[config.mk]
export PLATFORM = sky130hd
export DESIGN_NAME = lcd_seq_top
export DESIGN_NICKNAME = d
export VERILOG_FILES = /design/src/verilog/lcd_seq_pkg.sv /design/src/verilog/lcd_stream_if.sv /design/src/verilog/lcd_byte_fifo.sv /design/src/verilog/lcd_seq_top.sv
export SDC_FILE = /design/constraint.sdc
export NUM_CORES = 1
export LEC_CHECK = 0
export BUFFER_PORTS_ARGS = -buffer_cell sky130_fd_sc_hd__buf_2
export CORE_AREA = 5 5 168 292
export DETAILED_ROUTE_END_ITERATION = 16
export DIE_AREA = 0 0 173 297
export PLACE_DENSITY = 0.56
export SLEW_MARGIN = 40
export SYNTH_ARGS = -nofsm -noshare
export SYNTH_HDL_FRONTEND = slang
export SYNTH_SLANG_ARGS = --single-unit
[constraint.sdc]
create_clock -name I_REF_CLK -period 3.24 [get_ports I_REF_CLK]
set_input_delay 0.324 -clock I_REF_CLK [delete_from_list [all_inputs] [get_ports I_REF_CLK]]
set_output_delay 0.324 -clock I_REF_CLK [all_outputs]
set_load 0.02 [all_outputs]
[src/verilog/lcd_seq_pkg.sv]
// Overview of operation
// - Nibble bit n drives common n, address per segment.
// - Settings and memory undefined until initialization.
// - Software reset command puts device in initial state.
// - Display control A4h: 80Hz, frame inversion, lowest power.
// - Display-on sequence starts driving from display memory.
// - RAM write sequence stores and shows new bytes.
// - Display-off halts; display-on restarts driving.
// - Bit 7 set: command follows; clear: data follows.
// - Software reset restores every setting default.
// - Address is operation P2 bit over address-set P4..P0.
// - Display-off stops outputs one frame later.
package lcd_seq_pkg;
    localparam int CLK_HZ = 250_000_000;
    localparam int FR_HZ_0 = 80;
    localparam int FR_HZ_1 = 71;
    localparam int FR_HZ_2 = 64;
    localparam int FR_HZ_3 = 53;
    localparam int COM_N = 4;
    localparam int SEG_N = 36;
    localparam int QTR_W = 21;
    localparam int LINK_W = 9;
    localparam int FIFO_DEPTH = 4;
    localparam logic [7:0] SLAVE_BYTE = 8'h7C;
    localparam logic [3:0] BITS_PER_BYTE = 4'h8;
    localparam logic [5:0] ADDR_LAST = 6'h23;
    localparam logic [5:0] NIB_STEP = 6'h1;
    localparam logic [5:0] BYTE_STEP = 6'h2;
    localparam logic [1:0] OFF_LAST_QTR = 2'h3;
    localparam logic [1:0] COM_LAST = 2'h3;
    localparam logic [3:0] COM_ONE = 4'h1;
    localparam logic [1:0] GRP_ADDRESS_SET_CMD = 2'h0;
    localparam logic [1:0] GRP_DISPLAY_CONTROL_CMD = 2'h1;
    localparam logic [1:0] GRP_MODE = 2'h2;
    localparam logic [3:0] OP_IC_OPERATION_CMD = 4'hD;
    localparam logic [3:0] OP_BLINK = 4'hE;
    localparam logic [4:0] OP_ALLPIX = 5'h1F;

    typedef struct packed {
        logic cont; logic [1:0] grp; logic [4:0] arg;
    } cmd_t;
    typedef struct packed {
        logic cont; logic [3:0] op; logic msb; logic swrst; logic ext;
    } ic_operation_cmd_t;
    typedef struct packed {
        logic cont; logic [1:0] grp; logic [1:0] fr; logic wave;
        logic [1:0] sr;
    } display_control_cmd_t;
    typedef struct packed {
        logic cont; logic [1:0] grp; logic nc1; logic on; logic half;
        logic [1:0] nc0;
    } mode_set_cmd_t;
    typedef struct packed {
        logic cont; logic [3:0] op; logic [2:0] rate;
    } blink_control_cmd_t;
    typedef struct packed {
        logic cont; logic [4:0] op; logic on; logic off;
    } all_pixel_cmd_t;
    typedef struct packed {
        logic [3:0] hi; logic [3:0] lo;
    } dbyte_t;
    typedef struct packed {
        logic first; logic [7:0] data;
    } link_word_t;
    typedef struct packed {
        logic [1:0] fr; logic wave; logic [1:0] sr; logic on; logic half;
        logic [2:0] blink; logic ap_on; logic ap_off; logic ext; logic msb;
    } cfg_t;
    localparam cfg_t CFG_RST = '{fr: 2'h0, wave: 1'b0, sr: 2'h2,
        on: 1'b0, half: 1'b0, blink: 3'h0, ap_on: 1'b0, ap_off: 1'b0,
        ext: 1'b0, msb: 1'b0};

    typedef enum logic [1:0] {
        L_IDLE = 2'b00,
        L_RECV = 2'b01,
        L_ACK = 2'b10
    } link_st_t;
endpackage : lcd_seq_pkg

[src/verilog/lcd_stream_if.sv]
`timescale 1ns/10ps
interface lcd_stream_if #(parameter int WIDTH = 9);
    logic valid;
    logic ready;
    logic [WIDTH-1:0] data;
    modport src (output valid, output data, input ready);
    modport snk (input valid, input data, output ready);
endinterface : lcd_stream_if

[src/verilog/lcd_byte_fifo.sv]
`timescale 1ns/10ps
module lcd_byte_fifo #(
    parameter int WIDTH = 9,
    parameter int DEPTH = 4
) (
    // Clock and reset
    input wire logic i_clk,
    input wire logic i_rst_n,
    // Fill and drain sides
    lcd_stream_if.snk wr,
    lcd_stream_if.src rd
);
    localparam int AW = $clog2(DEPTH);
    localparam logic [AW:0] FULL_CNT = (AW+1)'(DEPTH);
    localparam logic [AW-1:0] LAST_IDX = AW'(DEPTH - 1);

    logic [WIDTH-1:0] mem_q [DEPTH];
    logic [AW-1:0] wp_q;
    logic [AW-1:0] rp_q;
    logic [AW:0] cnt_q;
    wire logic push = wr.valid & wr.ready;
    wire logic pop = rd.valid & rd.ready;

    assign wr.ready = (cnt_q != FULL_CNT);
    assign rd.valid = (cnt_q != '0);
    assign rd.data = mem_q[rp_q];

    always_ff @(posedge i_clk) begin
        if (push) begin
            mem_q[wp_q] <= wr.data;
        end
    end

    always_ff @(posedge i_clk or negedge i_rst_n) begin
        if (!i_rst_n) begin
            wp_q <= '0;
            rp_q <= '0;
            cnt_q <= '0;
        end else begin
            if (push) begin
                wp_q <= (wp_q == LAST_IDX) ? '0 : AW'(wp_q + 1'b1);
            end
            if (pop) begin
                rp_q <= (rp_q == LAST_IDX) ? '0 : AW'(rp_q + 1'b1);
            end
            if (push && !pop) begin
                cnt_q <= (AW+1)'(cnt_q + 1'b1);
            end else if (pop && !push) begin
                cnt_q <= (AW+1)'(cnt_q - 1'b1);
            end
        end
    end
endmodule : lcd_byte_fifo

[src/verilog/lcd_seq_top.sv]
`timescale 1ns/10ps
module lcd_seq_top #(
    parameter int QTR_CYC_0 =
        lcd_seq_pkg::CLK_HZ / (lcd_seq_pkg::FR_HZ_0 * lcd_seq_pkg::COM_N),
    parameter int QTR_CYC_1 =
        lcd_seq_pkg::CLK_HZ / (lcd_seq_pkg::FR_HZ_1 * lcd_seq_pkg::COM_N),
    parameter int QTR_CYC_2 =
        lcd_seq_pkg::CLK_HZ / (lcd_seq_pkg::FR_HZ_2 * lcd_seq_pkg::COM_N),
    parameter int QTR_CYC_3 =
        lcd_seq_pkg::CLK_HZ / (lcd_seq_pkg::FR_HZ_3 * lcd_seq_pkg::COM_N)
) (
    // Clock and reset
    input wire logic I_REF_CLK,
    input wire logic I_RST_N,
    // Two-wire serial link
    input wire logic I_SCL,
    output logic O_SCL,
    output logic O_SCL_OE,
    input wire logic I_SDA,
    output logic O_SDA,
    output logic O_SDA_OE,
    // Panel drive
    output logic [lcd_seq_pkg::COM_N-1:0] O_COM,
    output logic [lcd_seq_pkg::SEG_N-1:0] O_SEG,
    output logic O_POLARITY,
    output logic O_DRIVE_EN,
    // Settings seen by the analog side
    output logic [1:0] O_FRAME_RATE,
    output logic O_FRAME_INV,
    output logic [1:0] O_SEG_POWER,
    output logic O_BIAS_HALF,
    output logic [2:0] O_BLINK_RATE,
    output logic O_EXT_CLK_SEL
);
    import lcd_seq_pkg::*;

    // Link sampling: a level counts once the second and third stages agree.
    logic [2:0] scl_s_q;
    logic [2:0] sda_s_q;
    logic scl_f_q;
    logic sda_f_q;
    logic scl_p_q;
    logic sda_p_q;

    always_ff @(posedge I_REF_CLK or negedge I_RST_N) begin
        if (!I_RST_N) begin
            scl_s_q <= 3'h7;
            sda_s_q <= 3'h7;
        end else begin
            scl_s_q <= {scl_s_q[1:0], I_SCL};
            sda_s_q <= {sda_s_q[1:0], I_SDA};
        end
    end

    always_ff @(posedge I_REF_CLK or negedge I_RST_N) begin
        if (!I_RST_N) begin
            scl_f_q <= 1'b1;
            sda_f_q <= 1'b1;
            scl_p_q <= 1'b1;
            sda_p_q <= 1'b1;
        end else begin
            if (scl_s_q[1] == scl_s_q[2]) scl_f_q <= scl_s_q[2];
            if (sda_s_q[1] == sda_s_q[2]) sda_f_q <= sda_s_q[2];
            scl_p_q <= scl_f_q;
            sda_p_q <= sda_f_q;
        end
    end

    wire logic scl_rise = scl_f_q & ~scl_p_q;
    wire logic scl_fall = ~scl_f_q & scl_p_q;
    wire logic start_ev = scl_f_q & scl_p_q & sda_p_q & ~sda_f_q;
    wire logic stop_ev = scl_f_q & scl_p_q & ~sda_p_q & sda_f_q;

    // Byte receiver. While a byte waits for FIFO room the clock is held low.
    link_st_t st_q;
    logic [3:0] bit_cnt_q;
    logic [7:0] shift_q;
    logic addr_ph_q;
    logic first_q;
    logic wr_valid_q;
    logic sda_oe_q;
    logic scl_oe_q;
    lcd_stream_if #(.WIDTH(LINK_W)) push_if ();
    lcd_stream_if #(.WIDTH(LINK_W)) pop_if ();
    wire logic addr_ok = (shift_q == SLAVE_BYTE);
    wire logic byte_end = scl_fall && (bit_cnt_q == BITS_PER_BYTE);

    always_ff @(posedge I_REF_CLK or negedge I_RST_N) begin
        if (!I_RST_N) begin
            st_q <= L_IDLE;
            bit_cnt_q <= 4'h0;
            shift_q <= 8'h00;
            addr_ph_q <= 1'b0;
            first_q <= 1'b0;
            wr_valid_q <= 1'b0;
            sda_oe_q <= 1'b0;
            scl_oe_q <= 1'b0;
        end else if (stop_ev) begin
            st_q <= L_IDLE;
            sda_oe_q <= 1'b0;
        end else if (start_ev) begin
            st_q <= L_RECV;
            bit_cnt_q <= 4'h0;
            addr_ph_q <= 1'b1;
            sda_oe_q <= 1'b0;
        end else begin
            case (st_q)
                L_RECV: begin
                    if (scl_rise && bit_cnt_q != BITS_PER_BYTE) begin
                        shift_q <= {shift_q[6:0], sda_f_q};
                        bit_cnt_q <= 4'(bit_cnt_q + 1'b1);
                    end else if (byte_end && addr_ph_q && !addr_ok) begin
                        st_q <= L_IDLE;
                    end else if (byte_end) begin
                        st_q <= L_ACK;
                        scl_oe_q <= 1'b1;
                        wr_valid_q <= !addr_ph_q;
                        if (addr_ph_q) first_q <= 1'b1;
                        addr_ph_q <= 1'b0;
                    end
                end
                L_ACK: begin
                    if (wr_valid_q) begin
                        if (push_if.ready) begin
                            wr_valid_q <= 1'b0;
                            first_q <= 1'b0;
                        end
                    end else if (!sda_oe_q) begin
                        sda_oe_q <= 1'b1;
                    end else if (scl_oe_q) begin
                        scl_oe_q <= 1'b0;
                    end else if (scl_fall) begin
                        sda_oe_q <= 1'b0;
                        st_q <= L_RECV;
                        bit_cnt_q <= 4'h0;
                    end
                end
                default: st_q <= L_IDLE;
            endcase
        end
    end

    assign push_if.valid = wr_valid_q;
    assign push_if.data = {first_q, shift_q};
    assign O_SDA = 1'b0;
    assign O_SCL = 1'b0;
    assign O_SDA_OE = sda_oe_q;
    assign O_SCL_OE = scl_oe_q;

    lcd_byte_fifo #(.WIDTH(LINK_W), .DEPTH(FIFO_DEPTH)) u_fifo (
        .i_clk(I_REF_CLK),
        .i_rst_n(I_RST_N),
        .wr(push_if.snk),
        .rd(pop_if.src)
    );

    // Command interpreter. A data byte takes two cycles, one per nibble.
    cfg_t cfg_q;
    logic data_mode_q;
    logic nib_q;
    dbyte_t byte_q;
    logic [5:0] ptr_q;
    logic [3:0] mem_q [SEG_N];
    link_word_t w;
    assign w = pop_if.data;
    assign pop_if.ready = !nib_q;
    wire logic byte_fire = pop_if.valid & pop_if.ready;
    wire logic as_data = data_mode_q & !w.first;
    wire logic is_data = byte_fire & as_data;
    wire logic cmd_fire = byte_fire & !as_data;
    wire cmd_t c = cmd_t'(w.data);
    wire ic_operation_cmd_t ic = ic_operation_cmd_t'(w.data);
    wire display_control_cmd_t dc = display_control_cmd_t'(w.data);
    wire mode_set_cmd_t md = mode_set_cmd_t'(w.data);
    wire blink_control_cmd_t bk = blink_control_cmd_t'(w.data);
    wire all_pixel_cmd_t ap = all_pixel_cmd_t'(w.data);
    wire logic is_ic = cmd_fire && ic.op == OP_IC_OPERATION_CMD;
    wire logic is_sw = is_ic && ic.swrst;
    wire logic is_dc = cmd_fire && c.grp == GRP_DISPLAY_CONTROL_CMD;
    wire logic is_ad = cmd_fire && c.grp == GRP_ADDRESS_SET_CMD;
    wire logic is_md = cmd_fire && c.grp == GRP_MODE;
    wire logic is_bk = cmd_fire && bk.op == OP_BLINK;
    wire logic is_ap = cmd_fire && ap.op == OP_ALLPIX;
    wire logic [5:0] ad_tgt = {cfg_q.msb, c.arg};
    wire logic [5:0] ptr_lo = 6'(ptr_q + NIB_STEP);
    wire logic [5:0] ptr_plus2 = 6'(ptr_q + BYTE_STEP);
    wire logic [5:0] ptr_step = (ptr_plus2 > ADDR_LAST) ? 6'h00 : ptr_plus2;

    always_ff @(posedge I_REF_CLK or negedge I_RST_N) begin
        if (!I_RST_N) begin
            cfg_q <= CFG_RST;
            data_mode_q <= 1'b0;
            nib_q <= 1'b0;
            byte_q <= 8'h00;
            ptr_q <= 6'h00;
        end else begin
            if (cmd_fire) data_mode_q <= !c.cont;
            nib_q <= is_data;
            if (is_data) byte_q <= dbyte_t'(w.data);
            if (is_sw) begin
                cfg_q <= CFG_RST;
                ptr_q <= 6'h00;
            end else begin
                if (is_ic) begin
                    cfg_q.msb <= ic.msb;
                    cfg_q.ext <= ic.ext;
                end
                if (is_dc) begin
                    cfg_q.fr <= dc.fr;
                    cfg_q.wave <= dc.wave;
                    cfg_q.sr <= dc.sr;
                end
                if (is_ad) begin
                    // Addresses past the last location fall back to zero.
                    ptr_q <= (ad_tgt > ADDR_LAST) ? 6'h00 : ad_tgt;
                end
                if (is_md) begin
                    cfg_q.on <= md.on;
                    cfg_q.half <= md.half;
                end
                if (is_bk) cfg_q.blink <= bk.rate;
                if (is_ap) begin
                    cfg_q.ap_on <= ap.on;
                    cfg_q.ap_off <= ap.off;
                end
                if (nib_q) ptr_q <= ptr_step;
            end
        end
    end

    // Frame scan: four common slots per frame, slot length set by rate.
    localparam logic [QTR_W-1:0] QTR_LAST [4] = '{
        QTR_W'(QTR_CYC_0 - 1), QTR_W'(QTR_CYC_1 - 1),
        QTR_W'(QTR_CYC_2 - 1), QTR_W'(QTR_CYC_3 - 1)};
    logic [QTR_W-1:0] qcnt_q;
    logic [1:0] com_idx_q;
    logic [1:0] off_cnt_q;
    logic drive_q;
    logic pol_q;
    logic [SEG_N-1:0] seg_raw;
    wire logic [QTR_W-1:0] qtr_last = QTR_LAST[cfg_q.fr];
    wire logic qtick = (qcnt_q >= qtr_last);
    wire logic frame_end = qtick && com_idx_q == COM_LAST;

    for (genvar g = 0; g < SEG_N; g++) begin : g_seg
        wire logic we_hi = is_data && ptr_q == 6'(g);
        wire logic we_lo = nib_q && ptr_lo == 6'(g);
        // Zeroed for a clean start; software still must not rely on it.
        always_ff @(posedge I_REF_CLK or negedge I_RST_N) begin
            if (!I_RST_N) begin
                mem_q[g] <= 4'h0;
            end else if (we_hi) begin
                mem_q[g] <= w.data[7:4];
            end else if (we_lo) begin
                mem_q[g] <= byte_q.lo;
            end
        end
        assign seg_raw[g] = mem_q[g][com_idx_q];
    end

    always_ff @(posedge I_REF_CLK or negedge I_RST_N) begin
        if (!I_RST_N) begin
            qcnt_q <= '0;
            com_idx_q <= 2'h0;
            pol_q <= 1'b0;
        end else begin
            qcnt_q <= qtick ? '0 : QTR_W'(qcnt_q + 1'b1);
            if (qtick) com_idx_q <= 2'(com_idx_q + 1'b1);
            if (cfg_q.wave ? frame_end : qtick) pol_q <= !pol_q;
        end
    end

    // Display off counts four slot boundaries, one whole frame period.
    always_ff @(posedge I_REF_CLK or negedge I_RST_N) begin
        if (!I_RST_N) begin
            drive_q <= 1'b0;
            off_cnt_q <= 2'h0;
        end else if (is_sw) begin
            // Software reset returns straight to the blank initial state.
            drive_q <= 1'b0;
            off_cnt_q <= 2'h0;
        end else if (cfg_q.on) begin
            drive_q <= 1'b1;
            off_cnt_q <= 2'h0;
        end else if (drive_q && qtick) begin
            off_cnt_q <= 2'(off_cnt_q + 1'b1);
            if (off_cnt_q == OFF_LAST_QTR) drive_q <= 1'b0;
        end
    end

    // All-pixel off outranks all-pixel on; both apply only while driving.
    wire logic [SEG_N-1:0] seg_d = !drive_q ? '0 :
        cfg_q.ap_off ? '0 : cfg_q.ap_on ? '1 : seg_raw;
    wire logic [COM_N-1:0] com_d = drive_q ? 4'(COM_ONE << com_idx_q) : '0;

    always_ff @(posedge I_REF_CLK or negedge I_RST_N) begin
        if (!I_RST_N) begin
            O_SEG <= '0;
            O_COM <= '0;
        end else begin
            O_SEG <= seg_d;
            O_COM <= com_d;
        end
    end

    assign O_POLARITY = pol_q;
    assign O_DRIVE_EN = drive_q;
    assign O_FRAME_RATE = cfg_q.fr;
    assign O_FRAME_INV = cfg_q.wave;
    assign O_SEG_POWER = cfg_q.sr;
    assign O_BIAS_HALF = cfg_q.half;
    assign O_BLINK_RATE = cfg_q.blink;
    assign O_EXT_CLK_SEL = cfg_q.ext;

    wire logic seg0_src = mem_q[0][com_idx_q];
    wire logic plain_scan = drive_q && !cfg_q.ap_on && !cfg_q.ap_off;
endmodule : lcd_seq_top

==> impl_results.html <==
<table>
<tr><th>Metric</th><th>Value</th></tr>
<tr><th colspan="2">Yosys</th></tr>
<tr><td>Number of warnings issued by yosys</td><td>0</td></tr>
<tr><td>Cell with the most instances after synthesis</td><td>sky130_fd_sc_hd__dfrtp_1</td></tr>
<tr><td>Adder and majority cell fraction of the synthesized area</td><td>~3.5%</td></tr>
<tr><td>Synth area leader</td><td>sky130_fd_sc_hd__dfrtp_1</td></tr>
<tr><td>Synthesized-area fraction occupied by xor and xnor cells</td><td>under 10%</td></tr>
<tr><td>Number of flops mapped to enable cells by yosys</td><td>36</td></tr>
<tr><td>Synth top area cells</td><td>sky130_fd_sc_hd__dfrtp_1 43%, sky130_fd_sc_hd__a221o_1 8.3%, sky130_fd_sc_hd__edfxtp_1 7.2%</td></tr>
<tr><td>Most numerous cell types in the synthesized netlist</td><td>262 x sky130_fd_sc_hd__dfrtp_1, 257 x sky130_fd_sc_hd__nor2_1, 126 x sky130_fd_sc_hd__a221o_1</td></tr>
<tr><td>Portion of synthesized cell area occupied by the leading cell type</td><td>between 40% and 50%</td></tr>
<tr><td>Post-synthesis async set-or-reset flop share</td><td>88.3%</td></tr>
<tr><td>Mapped cell area</td><td>0.0151 sq mm</td></tr>
<tr><td>Main combinational cell family by area after synthesis</td><td>simple AND/OR/NAND/NOR gates</td></tr>
<tr><td>Area fraction in and, or, nand and nor cells after synthesis</td><td>between 10% and 20%</td></tr>
<tr><td>Synth unique cells</td><td>between 70 and 80</td></tr>
<tr><td>Multiplexer area fraction after synthesis</td><td>9.21%</td></tr>
<tr><td>Synth Area in Compound Gates</td><td>between 10 and 15%</td></tr>
<tr><td>Number of instances in the synthesized netlist</td><td>1367</td></tr>
<tr><td>#FFs+latches synth</td><td>about 300</td></tr>
<tr><td>Mean Syn Cell Area</td><td>roughly 11 sq um</td></tr>
<tr><td>Predominant post-synthesis flop cell</td><td>sky130_fd_sc_hd__dfrtp_1</td></tr>
<tr><td>Sequential element share of the synthesized area</td><td>around 52%</td></tr>
<tr><th colspan="2">Critical path</th></tr>
<tr><td>Maximum net fanout on the critical path</td><td>21</td></tr>
<tr><td>Critical path required time</td><td>roughly 3700 ps</td></tr>
<tr><td>Crit path arrival time</td><td>roughly 3400 ps</td></tr>
<tr><td>Startpoint type of the worst setup path</td><td>flip-flop</td></tr>
<tr><td>Critical path class</td><td>reg -&gt; reg</td></tr>
<tr><td>Cells along the critical path</td><td>inv_1 -&gt; ha_1 -&gt; or2_2 -&gt; ha_1 -&gt; and4b_1 -&gt; nor3_1 -&gt; o21ai_0 -&gt; a2111oi_1 -&gt; buf_4 -&gt; nor2_1 -&gt; buf_4 -&gt; nor2b_1</td></tr>
<tr><td>Crit-path slowest cell</td><td>sky130_fd_sc_hd__dfrtp_1</td></tr>
<tr><td>Endpoint class of the critical path</td><td>flip-flop</td></tr>
<tr><td>Register-to-register path setup slack</td><td>approximately 330 ps</td></tr>
<tr><td>Critical path's largest stage delay</td><td>450 ps</td></tr>
<tr><th colspan="2">STA</th></tr>
<tr><td>Worst clock skew</td><td>roughly 24 ps</td></tr>
<tr><td>Achievable clock frequency</td><td>about 340 MHz</td></tr>
<tr><td>Final clock period utilization by the worst path</td><td>between 80% and 90%</td></tr>
<tr><td>Worst-case headroom to the max-slew limit</td><td>between 50% and 60%</td></tr>
<tr><td>Unrepaired setup endpoints after global routing</td><td>false</td></tr>
<tr><td>Final Critical Period</td><td>2910 ps</td></tr>
<tr><td>Final setup vio count</td><td>0</td></tr>
<tr><td>Worst-margin pin slew</td><td>roughly 750 ps</td></tr>
<tr><td>Accumulated negative setup slack</td><td>0 ps</td></tr>
<tr><td>Number of max-slew violations in the final report</td><td>0</td></tr>
<tr><td>Final hold viol count</td><td>0</td></tr>
<tr><th colspan="2">Finish</th></tr>
<tr><td>Antenna diode instance count</td><td>0</td></tr>
<tr><td>Layout fillers</td><td>4618</td></tr>
<tr><td>Post-layout nets</td><td>about 1500</td></tr>
<tr><td>Syn-to-layout area delta</td><td>14.9%</td></tr>
<tr><td>Layout cell share with drive strength beyond 1</td><td>between 15 and 20%</td></tr>
<tr><td>Design area</td><td>approximately 0.017 sq mm</td></tr>
<tr><th colspan="2">Floorplanning</th></tr>
<tr><td>Standard-cell rows</td><td>roughly 110</td></tr>
<tr><td>Die Height</td><td>297 microns</td></tr>
<tr><td>Die area</td><td>approximately 0.051 sq mm</td></tr>
<tr><td>Effective utilization at floorplan</td><td>32.5%</td></tr>
<tr><td>Core ar.</td><td>roughly 0.047 sq mm</td></tr>
<tr><td>Die X-Extent</td><td>around 170 microns</td></tr>
<tr><td>Number of top-level pins</td><td>60</td></tr>
<tr><th colspan="2">Clock tree</th></tr>
<tr><td>Total CTS buffers</td><td>29</td></tr>
<tr><td>H-tree lvl count</td><td>1</td></tr>
<tr><td>Number of buffers between clock root and the deepest sink</td><td>3</td></tr>
<tr><td>Clock input transition at the sequential cells of the worst setup and hold paths</td><td>~70 ps</td></tr>
<tr><td>Clk Latency, worst-skew pair</td><td>between 500 and 600 ps</td></tr>
<tr><td>Number of buffers inserted to repair setup after CTS</td><td>0</td></tr>
<tr><td>Clock root cell</td><td>sky130_fd_sc_hd__clkbuf_16</td></tr>
<tr><td>TritonCTS clock tree</td><td>yes</td></tr>
<tr><td>Clock net sink count</td><td>around 300</td></tr>
<tr><th colspan="2">Placement</th></tr>
<tr><td>Placed Instance Area</td><td>~0.016 sq mm</td></tr>
<tr><td>Gpl congestion</td><td>~0.88</td></tr>
<tr><td>Port bufs</td><td>57</td></tr>
<tr><td>DPL Wire Length</td><td>~28000 microns</td></tr>
<tr><th colspan="2">Power and ir drop</th></tr>
<tr><td>Comb pwr share</td><td>35.8%</td></tr>
<tr><td>Int Power</td><td>9.10 mW</td></tr>
<tr><td>Power spent charging and discharging nets</td><td>between 5 and 6 mW</td></tr>
<tr><td>Static Leakage</td><td>7.80 nW</td></tr>
<tr><td>Switch share</td><td>38.3%</td></tr>
<tr><td>Portion of total power attributed to the clock network</td><td>approximately 24%</td></tr>
<tr><td>Worst ir drop on vdd</td><td>~0.00036 V</td></tr>
<tr><td>Seq pwr share</td><td>~40%</td></tr>
<tr><td>Power density cells</td><td>about 850 mW/mm^2</td></tr>
<tr><th colspan="2">Global routing</th></tr>
<tr><td>GRT overflow</td><td>0</td></tr>
<tr><td>GRT Util Overall</td><td>between 15 and 20%</td></tr>
<tr><td>Via count of the first global-routing pass</td><td>approximately 12000</td></tr>
<tr><td>Maximum number of pins on one net before global-route repair</td><td>86</td></tr>
<tr><td>Initial antenna violation count</td><td>0</td></tr>
<tr><td>Global-route wire length before repair</td><td>approximately 66000 microns</td></tr>
<tr><th colspan="2">Route</th></tr>
<tr><td>DR vias</td><td>about 11000</td></tr>
<tr><td>Routed vias/inst</td><td>5.45</td></tr>
<tr><td>Routed wire length per instance</td><td>between 15 and 20 microns</td></tr>
<tr><td>Final ANT Viol Nets</td><td>0</td></tr>
<tr><td>Routed Wire Length</td><td>40700 microns</td></tr>
<tr><td>Post-route DRC violation count</td><td>0</td></tr>
<tr><td>Iter 0 DRT Violations</td><td>a little over 700</td></tr>
<tr><td>First drt pass iteration count</td><td>5</td></tr>
<tr><th colspan="2">Status</th></tr>
<tr><td>Status</td><td>completed</td></tr>
<tr><th colspan="2">Job</th></tr>
<tr><td>Max capacitance violation total</td><td>0</td></tr>
<tr><th colspan="2">Min path</th></tr>
<tr><td>Class of the most critical hold timing path</td><td>reg -&gt; reg</td></tr>
</table>
==> final cells by class <==
class,instances,area [sq um],share of cell area (%)
well taps,588,736,4.24
multi-input cells,934,6670,38.4
repair buffers,127,901,5.19
inverters,37,139,0.800
clock buffers,34,744,4.29
clock inverters,20,241,1.39
flip-flops and latches,309,7940,45.7
==> metrics by stage <==
step / hold WS [ps] / power [mW] / util, % / instances / setup slack [ps]
after global routing: 363 / 15.6 / 37.3 / 2049 / 30.4
after CTS: 358 / 14.9 / 37.3 / 2049 / 286
after detailed placement: 347 / 11.2 / 35.1 / 1992 / 291
after global placement: 346 / 11.1 / 35.1 / 1991 / 350
final: 357 / 14.8 / 37.3 / 2049 / 330
after floorplan: 28.4 / 9.28 / - / 1368 / 299
==> path summary, 6_finish.rpt <==
check / start / to / cells past startpoint
setup / recovery: O_FRAME_RATE[0]$_DFFE_PN0P_ / qcnt_q[17]$_DFF_PN0_ / 12
min in group asynchronous: I_RST_N / qcnt_q[7]$_DFF_PN0_ / 2
max in group asynchronous: I_RST_N / O_SEG[33]$_DFF_PN0_ / 3
hold / removal: scl_s_q[0]$_DFF_PN1_ / scl_s_q[1]$_DFF_PN1_ / 0
hold reg to reg: scl_s_q[0]$_DFF_PN1_ / scl_s_q[1]$_DFF_PN1_ / 0
setup reg to reg: O_FRAME_RATE[0]$_DFFE_PN0P_ / qcnt_q[17]$_DFF_PN0_ / 12
==> power by group through the flow <==
stage / Sequential [mW] / Clock (mW) / Combinational, mW
floorplan: 5.62 / 0 / 3.66
finish: 5.87 / 3.59 / 5.29
global placement: 5.90 / 0 / 5.23
detailed placement: 5.94 / 0 / 5.30
CTS: 5.88 / 3.71 / 5.33
global route: 6.00 / 3.84 / 5.79
==> layer usage <==
| layer | vias to the layer above | wire length [microns] | part of all wire, % | global-route usage (%) |
|---|---|---|---|---|
| li1 | 5153 | - | - | - |
| met1 | 5622 | 15400 | 38 | 17.8 |
| met2 | 303 | 21900 | 54 | 29.4 |
| met3 | 84 | 1970 | 4.8 | 1.98 |
| met4 | 0 | 1550 | 3.8 | 6.22 |
| met5 | - | 0 | 0 | 0 |
==> critical path, delay by kind of cell (launching register included) <==
family	cells	cell delay, ps
and+or+nand+nor	5	830
buffers and inverters	3	570
adders and majority gates	2	510
AOI/OAI and AO/OA	2	460
DFF	1	450
==> cell families (layout without fill, tap and decap cells) <==
family / count (synthesis) / count (layout)
compound gates: 266 / 266
buf+inv: 125 / 218
xor+xnor: 35 / 35
mux: 84 / 84
simple gates: 505 / 505
other cells: 1 / 2
flops: 309 / 309
fa+ha+maj: 42 / 42
==> cells in the final DEF, fill, tap and decap left out, drive strengths merged, types with 24 or more instances in the layout <==
master,Yosys,routed
a221o,126,126
buf,33,124
clkbuf,55,34
inv,37,39
o21ai,33,33
nor3,56,56
a21oi,52,52
edfxtp,36,36
nand2,92,92
mux4,42,42
dfrtp,262,262
nand3,24,24
ha,39,39
nor2,258,258
==> timing repair <==
action                                  in CTS  in global routing
endpoints found under the setup margin       0                 17
hold endpoints to repair                    73                  0
resized for setup                            0                  1
hold buffers                                 3                  0
==> sequential cells by signal (all words and copies together) (netlist names), 3 cells and up <==
register,flops
O_BLINK_RATE,3
O_COM,4
O_SEG,36
bit_cnt_q,4
byte_q,4
cfg_q,3
mem_q,144
ptr_q,6
qcnt_q,21
scl_s_q,3
sda_s_q,3
shift_q,8
u_fifo.cnt_q,3
u_fifo.mem_q,36
No activity file was read; power rests on OpenSTA's default activity.
